## config.mk

```make
export PLATFORM = sky130hd
export DESIGN_NAME = servo_monitor_display_select
export DESIGN_NICKNAME = d
export VERILOG_FILES = /design/src/servo_monitor_pkg.sv /design/src/servo_monitor_display_select.sv
export VERILOG_INCLUDE_DIRS = /design/src
export SDC_FILE = /design/constraint.sdc
export NUM_CORES = 1
export LEC_CHECK = 0
export ABC_AREA = 1
export CORE_UTILIZATION = 50
export DETAILED_ROUTE_END_ITERATION = 10
export DONT_BUFFER_PORTS = 1
export PLACE_DENSITY = 0.66
export SYNTH_ARGS = -nofsm -noshare
export SYNTH_HDL_FRONTEND = slang
export SYNTH_SLANG_ARGS = --single-unit
export TNS_END_PERCENT = 50
```

## constraint.sdc

```tcl
create_clock -name CLK_I -period 3.1 [get_ports CLK_I]
set_input_delay 0.31 -clock CLK_I [delete_from_list [all_inputs] [get_ports CLK_I]]
set_output_delay 0.31 -clock CLK_I [all_outputs]
set_load 0.05 [all_outputs]
```

## src/servo_monitor_defs.svh

```systemverilog
`ifndef SERVO_MONITOR_DEFS_SVH
`define SERVO_MONITOR_DEFS_SVH

// Clock rate and activity hold time for the command pulse flags
`define CLK_FREQ_MHZ      40
`define PULSE_HOLD_US     1000

// Monitor item numbers
`define ITEM_SPEED_FB     4'h0
`define ITEM_SPEED_CMD    4'h1
`define ITEM_TORQUE       4'h2
`define ITEM_U_PULSES     4'h3
`define ITEM_ELEC_ANGLE   4'h4
`define ITEM_STATUS_ONE   4'h5
`define ITEM_STATUS_TWO   4'h6
`define ITEM_PULSE_SPEED  4'h7
`define ITEM_DEVIATION    4'h8
`define ITEM_PULSE_COUNT  4'h9
`define ITEM_FIRST        4'h0
`define ITEM_LAST         4'h9
`define ITEM_COUNT        10
`define STEP_UNITS        5'h01
`define STEP_TENS         5'h0A

// Encoder counts in a quarter turn, four quarters a turn
`define QTR_TURN_COUNTS   32'h0000_0800
`define QTRS_PER_TURN     32'h0000_0004

// Register byte offsets
`define OFS_CTRL          12'h000
`define OFS_THRESH        12'h004
`define OFS_STATUS        12'h008
`define OFS_VALUE         12'h00C
`define OFS_WORD_ONE      12'h010
`define OFS_WORD_TWO      12'h014
`define OFS_PULSE_COUNT   12'h018

// Control register fields and reset value
`define CTRL_DIR_BIT      0
`define CTRL_SEL_BIT      1
`define CTRL_RST          32'h0000_0000
`define COUNT_RST         32'h0000_0000

// Display status register fields
`define STAT_ITEM_LSB     0
`define STAT_ITEM_MSB     3
`define STAT_SHOW_BIT     8
`define STAT_DIGIT_BIT    9
`define STAT_MODE_LSB     12
`define STAT_MODE_MSB     13

// Status word one segment positions (bit n sits at n-1)
`define W1_ALARM          0
`define W1_BRAKE          1
`define W1_REVERSE        2
`define W1_ROT_LIMIT      3
`define W1_SPEED_REACHED  4
`define W1_PROP_ONLY      5
`define W1_FWD_LIMIT      6
`define W1_REV_LIMIT      7
`define W1_ENERGIZED      8
`define W1_ENC_A          9
`define W1_ENC_B          10
`define W1_ENC_Z          11
`define W1_POLE_U         12
`define W1_POLE_V         13
`define W1_POLE_W         14
`define W1_RUN            15
`define W1_MULTI          16
`define W1_FWD_INHIBIT    17
`define W1_REV_INHIBIT    18
`define W1_SPARE          19

// Status word two segment positions
`define W2_CLOCKWISE      0
`define W2_COUNTER_CW     1
`define W2_DEV_CLEAR      2
`define W2_SPARE_LSB      3
`define W2_SPARE_MSB      19

`endif

```

## src/servo_monitor_pkg.sv

```systemverilog
package servo_monitor_pkg;

	// Display modes, Gray coded along the mode-key cycle
	typedef enum logic [1:0] {
		MODE_STATUS     = 2'h0,
		MODE_SETTINGS   = 2'h1,
		MODE_MONITOR    = 2'h3,
		MODE_ALARM_HIST = 2'h2
	} disp_mode_t;

	// Pins from outside the clock domain
	typedef struct packed {
		logic key_mode;
		logic key_data;
		logic key_up;
		logic key_down;
		logic key_left;
		logic key_right;
		logic enc_a;
		logic enc_b;
		logic enc_z;
		logic pole_sense_u;
		logic pole_sense_v;
		logic pole_sense_w;
		logic fwd_limit_speed_sel_a;
		logic rev_limit_speed_sel_b;
		logic run_cmd;
		logic multifunction_input;
		logic fwd_drive_inhibit;
		logic rev_drive_inhibit;
		logic clockwise_pulse_in;
		logic counterclockwise_pulse_in;
		logic deviation_clear_in;
	} pin_in_t;

	// Flags from the drive's own logic, same clock
	typedef struct packed {
		logic alarm_active_flag;
		logic dyn_brake_active;
		logic torque_limited;
		logic speed_reached_flag;
		logic prop_only_control;
		logic motor_energized;
		logic pulse_train_ctrl;
	} drive_flags_t;

	// Monitored quantities from the control loops, same clock
	typedef struct packed {
		logic signed [31:0] speed_fb;
		logic signed [31:0] speed_cmd;
		logic signed [31:0] torque_pct;
		logic signed [31:0] u_phase_pulses;
		logic signed [31:0] elec_angle_deg;
		logic signed [31:0] cmd_pulse_rpm;
		logic signed [31:0] position_deviation;
	} quantities_t;

	// Display drive toward the parameter unit
	typedef struct packed {
		disp_mode_t  mode;
		logic [3:0]  item;
		logic        digit_tens;
		logic        show_value;
		logic        show_bits;
		logic [31:0] value;
		logic [19:0] segments;
	} display_t;

endpackage

```

## src/servo_monitor_display_select.sv

```systemverilog
// Added by the designer: the placing of the registers and the APB register port.
`timescale 1ns/1ps
`include "servo_monitor_defs.svh"
// Summary of operation
// Ten monitor items, numbered 00 to 09
// Item 00 shows motor speed
// Item 01 speed command, zero under pulses
// Item 02 torque command in percent
// Item 03 encoder counts from U edge
// Item 04 electrical angle in degrees
// Item 07 command pulse rate as speed
// Item 08 remaining position deviation
// Item 09 accumulates input pulses, one model
// Mode, up/down/shift, data toggles value
// Items 05, 06 show 20 segment bits
// Word one: alarm, braking, reverse mode
// Bit 4 rotation or torque limit, selectable
// Bit 5 speed reached, bit 6 P-control
// Bits 7, 8 limit/speed select inputs
// Bit 9 lit while motor energized
// Bits 10-12 encoder, polarity per model
// Bits 13-15 pole sensor U, V, W
// Bits 16-19 run, multi, inhibits; 20 unused
// Word two: pulses, deviation clear, rest unused
// Status mode at reset, mode key cycles
// Item number clamped to defined items
module servo_monitor_display_select #(
	parameter int          ADDR_W         = 12,
	parameter logic        HAS_PULSE_CNT  = 1'b1,
	parameter logic        ENC_LIT_ON_SIG = 1'b1,
	parameter logic [31:0] THRESH_RESET   = 32'h0000_0014,
	parameter int          PULSE_HOLD_CYC =
		`PULSE_HOLD_US * `CLK_FREQ_MHZ
) (
	input  wire logic                         CLK_I,
	input  wire logic                         RESET_N_I,
	input  wire logic                         PSEL_I,
	input  wire logic                         PENABLE_I,
	input  wire logic                         PWRITE_I,
	input  wire logic [ADDR_W-1:0]            PADDR_I,
	input  wire logic [31:0]                  PWDATA_I,
	output logic      [31:0]                  PRDATA_O,
	output logic                              PREADY_O,
	output logic                              PSLVERR_O,
	input  wire servo_monitor_pkg::pin_in_t   PIN_I,
	input  wire servo_monitor_pkg::drive_flags_t FLAGS_I,
	input  wire servo_monitor_pkg::quantities_t  QUANT_I,
	output servo_monitor_pkg::display_t       DISPLAY_O
);

	localparam int PIN_W = $bits(servo_monitor_pkg::pin_in_t);
	localparam int HOLD_W = $clog2(PULSE_HOLD_CYC + 1);
	localparam logic [31:0] TURN_MASK =
		(`QTR_TURN_COUNTS * `QTRS_PER_TURN) - 32'h0000_0001;

	// Byte address match on all ADDR_W address bits
	function automatic logic addr_is(input logic [ADDR_W-1:0] a,
		input logic [11:0] ofs);
		addr_is = (a == ADDR_W'(ofs));
	endfunction

	// ---------------- Pin synchronisers ----------------
	logic [PIN_W-1:0] pin_raw;
	logic [PIN_W-1:0] s1_q;
	logic [PIN_W-1:0] s2_q;
	logic [PIN_W-1:0] s3_q;
	logic [PIN_W-1:0] flt_q;
	logic [PIN_W-1:0] prev_q;
	logic [PIN_W-1:0] rise;
	servo_monitor_pkg::pin_in_t pin;
	servo_monitor_pkg::pin_in_t press;

	assign pin_raw = PIN_I;

	// Three stages; a level counts once stages two and three agree
	genvar gi;
	generate
		for (gi = 0; gi < PIN_W; gi++) begin : g_sync
			always_ff @(posedge CLK_I) begin
				if (!RESET_N_I) begin
					s1_q[gi]   <= 1'b0;
					s2_q[gi]   <= 1'b0;
					s3_q[gi]   <= 1'b0;
					flt_q[gi]  <= 1'b0;
					prev_q[gi] <= 1'b0;
				end else begin
					s1_q[gi]   <= pin_raw[gi];
					s2_q[gi]   <= s1_q[gi];
					s3_q[gi]   <= s2_q[gi];
					flt_q[gi]  <= (s2_q[gi] == s3_q[gi]) ?
						s3_q[gi] : flt_q[gi];
					prev_q[gi] <= flt_q[gi];
				end
			end
		end
	endgenerate

	// One-cycle pulse on each accepted rising level
	assign rise  = flt_q & ~prev_q;
	assign pin   = flt_q;
	assign press = rise;

	// ---------------- Register file ----------------
	logic [31:0] ctrl_q;
	logic [31:0] thresh_q;
	logic [31:0] prdata_q;
	logic        setup;
	logic        access;
	logic        hit;
	logic        wr_ctrl;
	logic        wr_thresh;
	logic        wr_count;
	logic [31:0] rd_mux;

	assign setup  = PSEL_I & ~PENABLE_I;
	assign access = PSEL_I & PENABLE_I;
	assign hit = addr_is(PADDR_I, `OFS_CTRL) |
		addr_is(PADDR_I, `OFS_THRESH) |
		addr_is(PADDR_I, `OFS_STATUS) |
		addr_is(PADDR_I, `OFS_VALUE) |
		addr_is(PADDR_I, `OFS_WORD_ONE) |
		addr_is(PADDR_I, `OFS_WORD_TWO) |
		addr_is(PADDR_I, `OFS_PULSE_COUNT);

	// Zero wait states; unmapped addresses answer with an error
	assign PREADY_O  = 1'b1;
	assign PSLVERR_O = access & ~hit;
	assign PRDATA_O  = prdata_q;

	assign wr_ctrl   = access & PWRITE_I & addr_is(PADDR_I, `OFS_CTRL);
	assign wr_thresh = access & PWRITE_I &
		addr_is(PADDR_I, `OFS_THRESH);
	assign wr_count  = access & PWRITE_I &
		addr_is(PADDR_I, `OFS_PULSE_COUNT);

	// Writable registers
	always_ff @(posedge CLK_I) begin
		if (!RESET_N_I) begin
			ctrl_q   <= `CTRL_RST;
			thresh_q <= THRESH_RESET;
		end else begin
			if (wr_ctrl)
				ctrl_q <= PWDATA_I;
			if (wr_thresh)
				thresh_q <= PWDATA_I;
		end
	end

	// Read data captured in the setup cycle, so it stands from a flop
	always_ff @(posedge CLK_I) begin
		if (!RESET_N_I)
			prdata_q <= 32'h0000_0000;
		else if (setup)
			prdata_q <= rd_mux;
	end

	// ---------------- Display mode and item selection ----------------
	servo_monitor_pkg::disp_mode_t mode_q;
	servo_monitor_pkg::disp_mode_t mode_d;
	logic [3:0] item_q;
	logic [3:0] item_d;
	logic       show_q;
	logic       show_d;
	logic       tens_q;
	logic       tens_d;
	logic       in_monitor;
	logic [4:0] step;
	logic [4:0] item_wide;
	logic [4:0] item_sum;
	logic [3:0] item_up;
	logic [3:0] item_dn;

	assign in_monitor = (mode_q == servo_monitor_pkg::MODE_MONITOR);
	assign step       = tens_q ? `STEP_TENS : `STEP_UNITS;
	assign item_wide  = {1'b0, item_q};
	assign item_sum   = item_wide + step;

	// Saturate rather than wrap: an overshoot lands on the end item
	assign item_up = (item_sum > {1'b0, `ITEM_LAST}) ?
		`ITEM_LAST : item_sum[3:0];
	assign item_dn = (item_wide < step + {1'b0, `ITEM_FIRST}) ?
		`ITEM_FIRST : 4'(item_wide - step);

	// Mode key cycles the four display modes
	always_comb begin
		mode_d = mode_q;
		if (press.key_mode) begin
			unique case (mode_q)
				servo_monitor_pkg::MODE_STATUS:
					mode_d = servo_monitor_pkg::MODE_SETTINGS;
				servo_monitor_pkg::MODE_SETTINGS:
					mode_d = servo_monitor_pkg::MODE_MONITOR;
				servo_monitor_pkg::MODE_MONITOR:
					mode_d = servo_monitor_pkg::MODE_ALARM_HIST;
				servo_monitor_pkg::MODE_ALARM_HIST:
					mode_d = servo_monitor_pkg::MODE_STATUS;
			endcase
		end
	end

	// Keys only edit the item while in monitor mode; up beats down
	always_comb begin
		item_d = item_q;
		show_d = show_q;
		tens_d = tens_q;
		if (press.key_mode) begin
			show_d = 1'b0;
			tens_d = 1'b0;
		end else if (in_monitor) begin
			if (press.key_data)
				show_d = ~show_q;
			else if (!show_q && press.key_up)
				item_d = item_up;
			else if (!show_q && press.key_down)
				item_d = item_dn;
			else if (!show_q && press.key_left)
				tens_d = 1'b1;
			else if (!show_q && press.key_right)
				tens_d = 1'b0;
		end
	end

	// Power-up lands in the status display
	always_ff @(posedge CLK_I) begin
		if (!RESET_N_I) begin
			mode_q <= servo_monitor_pkg::MODE_STATUS;
			item_q <= `ITEM_FIRST;
			show_q <= 1'b0;
			tens_q <= 1'b0;
		end else begin
			mode_q <= mode_d;
			item_q <= item_d;
			show_q <= show_d;
			tens_q <= tens_d;
		end
	end

	// ---------------- Command pulse activity and counter ----------------
	logic [1:0]        pulse_edge;
	logic [1:0]        pulse_busy;
	logic [HOLD_W-1:0] hold_q [2];

	assign pulse_edge = {press.counterclockwise_pulse_in,
		press.clockwise_pulse_in};

	// Retriggered hold makes a pulse train read as a steady level
	generate
		for (gi = 0; gi < 2; gi++) begin : g_hold
			always_ff @(posedge CLK_I) begin
				if (!RESET_N_I)
					hold_q[gi] <= '0;
				else if (pulse_edge[gi])
					hold_q[gi] <= HOLD_W'(PULSE_HOLD_CYC);
				else if (hold_q[gi] != '0)
					hold_q[gi] <= hold_q[gi] - HOLD_W'(1);
			end
			assign pulse_busy[gi] = (hold_q[gi] != '0);
		end
	endgenerate

	logic [31:0] count_q;
	logic [31:0] count_base;
	logic [31:0] count_step;

	// A clear never swallows a pulse arriving in the same cycle
	assign count_base = wr_count ? `COUNT_RST : count_q;
	assign count_step = (pulse_edge == 2'h1) ? 32'h0000_0001 :
		(pulse_edge == 2'h2) ? 32'hFFFF_FFFF : 32'h0000_0000;

	always_ff @(posedge CLK_I) begin
		if (!RESET_N_I)
			count_q <= `COUNT_RST;
		else if (HAS_PULSE_CNT)
			count_q <= count_base + count_step;
	end

	// ---------------- Status words ----------------
	logic [31:0] speed_abs;
	logic        rot_detected;
	logic        rot_or_limit;
	logic [2:0]  enc_view;
	logic [19:0] word_one;
	logic [19:0] word_two;

	assign speed_abs = QUANT_I.speed_fb[31] ?
		32'(-QUANT_I.speed_fb) : QUANT_I.speed_fb;
	assign rot_detected = (speed_abs >= thresh_q);
	assign rot_or_limit = ctrl_q[`CTRL_SEL_BIT] ?
		FLAGS_I.torque_limited : rot_detected;
	// One model lights on signal, the other dims on signal
	assign enc_view = {pin.enc_z, pin.enc_b, pin.enc_a} ^
		{3{~ENC_LIT_ON_SIG}};

	assign word_one[`W1_ALARM]   = FLAGS_I.alarm_active_flag;
	assign word_one[`W1_BRAKE]   = FLAGS_I.dyn_brake_active;
	assign word_one[`W1_REVERSE] = ctrl_q[`CTRL_DIR_BIT];
	assign word_one[`W1_ROT_LIMIT]     = rot_or_limit;
	assign word_one[`W1_SPEED_REACHED] = FLAGS_I.speed_reached_flag;
	assign word_one[`W1_PROP_ONLY]     = FLAGS_I.prop_only_control;
	assign word_one[`W1_FWD_LIMIT] = pin.fwd_limit_speed_sel_a;
	assign word_one[`W1_REV_LIMIT] = pin.rev_limit_speed_sel_b;
	assign word_one[`W1_ENERGIZED] = FLAGS_I.motor_energized;
	assign word_one[`W1_ENC_A] = enc_view[0];
	assign word_one[`W1_ENC_B] = enc_view[1];
	assign word_one[`W1_ENC_Z] = enc_view[2];
	assign word_one[`W1_POLE_U] = pin.pole_sense_u;
	assign word_one[`W1_POLE_V] = pin.pole_sense_v;
	assign word_one[`W1_POLE_W] = pin.pole_sense_w;
	assign word_one[`W1_RUN]         = pin.run_cmd;
	assign word_one[`W1_MULTI]       = pin.multifunction_input;
	assign word_one[`W1_FWD_INHIBIT] = pin.fwd_drive_inhibit;
	assign word_one[`W1_REV_INHIBIT] = pin.rev_drive_inhibit;
	assign word_one[`W1_SPARE]       = 1'b0;

	assign word_two[`W2_CLOCKWISE]  = pulse_busy[0];
	assign word_two[`W2_COUNTER_CW] = pulse_busy[1];
	assign word_two[`W2_DEV_CLEAR]  = pin.deviation_clear_in;
	assign word_two[`W2_SPARE_MSB:`W2_SPARE_LSB] = '0;

	// ---------------- Item value selection ----------------
	logic [31:0] item_val [`ITEM_COUNT];
	logic [31:0] sel_val;
	logic        sel_bits;

	assign item_val[`ITEM_SPEED_FB] = QUANT_I.speed_fb;
	// Under pulse-train control there is no speed-loop command
	assign item_val[`ITEM_SPEED_CMD] = FLAGS_I.pulse_train_ctrl ?
		32'h0000_0000 : QUANT_I.speed_cmd;
	assign item_val[`ITEM_TORQUE] = QUANT_I.torque_pct;
	// Position within one turn from the U-phase edge
	assign item_val[`ITEM_U_PULSES] =
		QUANT_I.u_phase_pulses & TURN_MASK;
	assign item_val[`ITEM_ELEC_ANGLE] = QUANT_I.elec_angle_deg;
	assign item_val[`ITEM_STATUS_ONE] = {12'h000, word_one};
	assign item_val[`ITEM_STATUS_TWO] = {12'h000, word_two};
	assign item_val[`ITEM_PULSE_SPEED] = QUANT_I.cmd_pulse_rpm;
	assign item_val[`ITEM_DEVIATION] = QUANT_I.position_deviation;
	assign item_val[`ITEM_PULSE_COUNT] = count_q;

	assign sel_val  = item_val[item_q];
	assign sel_bits = (item_q == `ITEM_STATUS_ONE) |
		(item_q == `ITEM_STATUS_TWO);

	// ---------------- Read multiplexer ----------------
	logic [31:0] stat_word;

	assign stat_word[`STAT_ITEM_MSB:`STAT_ITEM_LSB] = item_q;
	assign stat_word[`STAT_SHOW_BIT-1:`STAT_ITEM_MSB+1] = '0;
	assign stat_word[`STAT_SHOW_BIT]  = show_q;
	assign stat_word[`STAT_DIGIT_BIT] = tens_q;
	assign stat_word[`STAT_MODE_LSB-1:`STAT_DIGIT_BIT+1] = '0;
	assign stat_word[`STAT_MODE_MSB:`STAT_MODE_LSB] = mode_q;
	assign stat_word[31:`STAT_MODE_MSB+1] = '0;

	assign rd_mux =
		addr_is(PADDR_I, `OFS_CTRL)        ? ctrl_q :
		addr_is(PADDR_I, `OFS_THRESH)      ? thresh_q :
		addr_is(PADDR_I, `OFS_STATUS)      ? stat_word :
		addr_is(PADDR_I, `OFS_VALUE)       ? sel_val :
		addr_is(PADDR_I, `OFS_WORD_ONE)    ? {12'h000, word_one} :
		addr_is(PADDR_I, `OFS_WORD_TWO)    ? {12'h000, word_two} :
		addr_is(PADDR_I, `OFS_PULSE_COUNT) ? count_q :
		32'h0000_0000;

	// ---------------- Display drive ----------------
	servo_monitor_pkg::display_t disp_q;

	// Registered so the unit sees one coherent snapshot per cycle
	always_ff @(posedge CLK_I) begin
		if (!RESET_N_I) begin
			disp_q <= '0;
		end else begin
			disp_q.mode       <= mode_q;
			disp_q.item       <= item_q;
			disp_q.digit_tens <= tens_q;
			disp_q.show_value <= show_q & in_monitor;
			disp_q.show_bits  <= show_q & in_monitor & sel_bits;
			disp_q.value      <= sel_val;
			disp_q.segments   <= sel_bits ? sel_val[19:0] : 20'h00000;
		end
	end

	assign DISPLAY_O = disp_q;

endmodule

```

==> impl_metrics.tcl <==
set metrics [dict create \
    max_stage_delay_ps 270 \
    routedWlPerCell_um 22.0 \
    leakage_nw 9.81 \
    die-area_sq_mm 0.0361 \
    gp_congestion 1.01 \
    synth_top_area_share_pct 32.7 \
    placed_cell_area_sq_mm 0.0192 \
    fin_skew_ps 21.4 \
    yosysSeqAreaShare_pct 38.1 \
    post-dp-hpwl_mm 52.5 \
    clock_latency_ps 560 \
    grt_antenna_before_repair 16 \
    clkTransAtPathRegs_ps 60 \
    start_util_pct 51.0 \
    cp.required_ps 3570 \
    numPlacedInstances 3001 \
    critPathBufInv 5 \
    syn2layout_area_growth_pct 20.7 \
    die_h_um 190 \
    async_flop_share_pct 0 \
    synth_area_leaders "dfxtp_1 33%, nand2_1 10%, a21oi_1 7.7%" \
    endpoint_kind "register" \
    antenna_left 0 \
    seq_area_sq_mm 0.00675 \
    grt_pass1_wl_mm 102 \
    ys.flop_type "dfxtp_1" \
    drc 0 \
    numClockSinks 321 \
    rrSetupSlack_ps 150 \
    cap_violations 0 \
    cp-start-kind "primary input" \
    synth_largest_area_cell "dfxtp_1" \
    io_buffers 0 \
    period_needed_ps 3180 \
    wl_mm 69.3 \
    coreArea_sq_mm 0.0347 \
    synth_cell_types 58 \
    die_w_um 190 \
    cts_made_buffers 36 \
    cts_tree "built" \
    cp_common_cell "nand2_1" \
    clock.fmax_mhz 314 \
    viasPerCell 5.84 \
    finalWorstSetupSlack_ps -82.0 \
    clockBufferDepth 3 \
    multi_input_area_sq_mm 0.00925 \
    crit_path_top_delay_cell "ha_1" \
    p_total_w 0.0105 \
    num_vias 18400 \
    synth_nets 2866 \
    fin_cells 3154 \
    failed_checks "negative setup slack" \
    yosysWarnings 0 \
    finalCritPeriodShare_pct 103 \
    drt_iter0_markers 1964 \
    grt_pass1_vias 17400 \
    holdWs_ps 4.97 \
    synth_edf_count 32 \
    hold_viol 0 \
    path_max_fanout 2 \
    synth_most_common_cell "nand2_1" \
    htreeDepth 2 \
    slew_headroom_pct 30.4 \
    row_count 68 \
    fin_nets 3039 \
    final-setup-viol-count 1 \
    dp_slack_ps -669 \
    drv_slew 0 \
    power_density_mw_per_mm2 490 \
    pin_count 396 \
    grt_setup_unrepaired "true" \
    synthCells 2489 \
    worstPathArrival_ps 3650 \
    gr-total-overflow 0 \
    cpLargestDelayFamily "simple AND/OR/NAND/NOR gates" \
    fillers 3245 \
    cts_root_buffer "clkbuf_16" \
    grt_max_degree 134 \
    status "complete, but fails checks" \
    ys_top_cells_by_count "491 x nand2_1, 356 x inv_1, 289 x dfxtp_1" \
    vdd_drop_max_v 0.000608 \
    firstDrtPassIters 6 \
    stdcell_area_sq_mm 0.0214 \
    tightestPinTransition_ps 1040 \
    gr-usage-all-layers_pct 37.5 \
    worst-setup-path-type "primary input to register" \
    netlist_area_sq_mm 0.0177 \
    avgSynthCellArea_sq_um 7.11 \
    drive_gt1_share_pct 12.1 \
    synth-seq-cells 321 \
    worstHoldPathType "primary input to register" \
]
sequential cells by signal (all words and copies together) (netlist names), 2 cells and up:
| signal | cells |
|---|---|
| DISPLAY_O | 61 |
| PRDATA_O | 32 |
| count_q | 32 |
| ctrl_q | 32 |
| hold_q | 32 |
| thresh_q | 32 |
| s1_q | 21 |
| s2_q | 21 |
| s3_q | 21 |
| flt_q | 18 |
| prev_q | 8 |
| item_q | 4 |
| enc_view | 3 |
| mode_q | 2 |
power by group:
group / switching, W / internal [W] / leakage (nW) / total [W]
clock: 0.00184 / 0.00260 / 0.605 / 0.00443
sequential: 0.000224 / 0.00445 / 2.72 / 0.00468
combinational: 0.000847 / 0.000514 / 6.48 / 0.00136
cell usage in the layout, fill, tap and decap left out, types with 9 or more instances in the layout:
| master | count |
|---|---|
| o21bai_1 | 9 |
| o31ai_1 | 12 |
| o221ai_1 | 18 |
| inv_2 | 10 |
| a221oi_1 | 12 |
| o211ai_1 | 46 |
| a21oi_1 | 269 |
| xor2_1 | 40 |
| a22oi_1 | 32 |
| nor2_1 | 191 |
| nor3_1 | 25 |
| clkbuf_16 | 37 |
| nand2_1 | 486 |
| or2_2 | 9 |
| ha_1 | 70 |
| edfxtp_1 | 32 |
| o21a_1 | 14 |
| dfxtp_1 | 287 |
| clkbuf_8 | 9 |
| nand4_1 | 12 |
| a22o_1 | 12 |
| a31oi_1 | 12 |
| o21ai_0 | 194 |
| diode_2 | 10 |
| nand3_1 | 113 |
| inv_1 | 352 |
| buf_4 | 181 |
| dlygate4sd3_1 | 73 |
stage by stage:
stage | utilization, % | setup TNS (ps)
4_1_cts | 61.2 | 0
3_5_place_dp | 55.4 | -5870
6_report | 61.5 | -82.0
5_1_grt | 61.5 | -373
3_3_place_gp | 55.4 | -4280
2_1_floorplan | - | -257
layout make-up:
cell class | count | share of cell area [%]
Antenna cell | 10 | 0.117
Sequential cell | 321 | 31.6
Multi-Input combinational cell | 1682 | 43.3
Clock buffer | 52 | 5.02
Timing Repair Buffer | 258 | 10.2
Clock inverter | 13 | 0.691
Inverter | 363 | 6.39
Tap cell | 455 | 2.67
path summary, 6_finish.rpt:
| check | endpoint | cells after the start | startpoint |
|---|---|---|---|
| worst max-delay path | PRDATA_O[3] | 29 | QUANT_I[192] |
| worst min-delay path | thresh_q[17] | 2 | PWDATA_I[17] |
| worst max register to register | PRDATA_O[8] | 11 | item_q[0] |
| worst min register to register | s2_q[7] | 2 | s1_q[7] |
what timing repair did:
item	4_1_cts	5_1_grt
hold buffers	74	0
endpoints found under the hold margin	180	0
resized for setup	3	15
setup buffers	1	3
pin swaps	0	5
endpoints found under the setup margin	1	15
gates cloned	0	0
kinds of logic after synthesis:
group                    share of synthesized area, %
AND/OR/NAND/NOR                                  21.2
AO/OA/AOI/OAI                                    22.4
buffers and inverters                            10.6
flip-flops                                       38.1
adder cells (fa/ha/maj)                          5.50
XOR/XNOR                                         2.13
other                                          0.0424
per-layer routing:
| metal | global-route usage [%] | vias to the layer above | part of all wire, % |
|---|---|---|---|
| li1 | - | 8618 | - |
| met1 | 46.8 | 8533 | 40 |
| met2 | 58.4 | 1049 | 44 |
| met3 | 10.6 | 224 | 11 |
| met4 | 19.8 | 10 | 5.5 |
| met5 | 0 | - | 0.092 |
(Power assumes the default switching activity.)
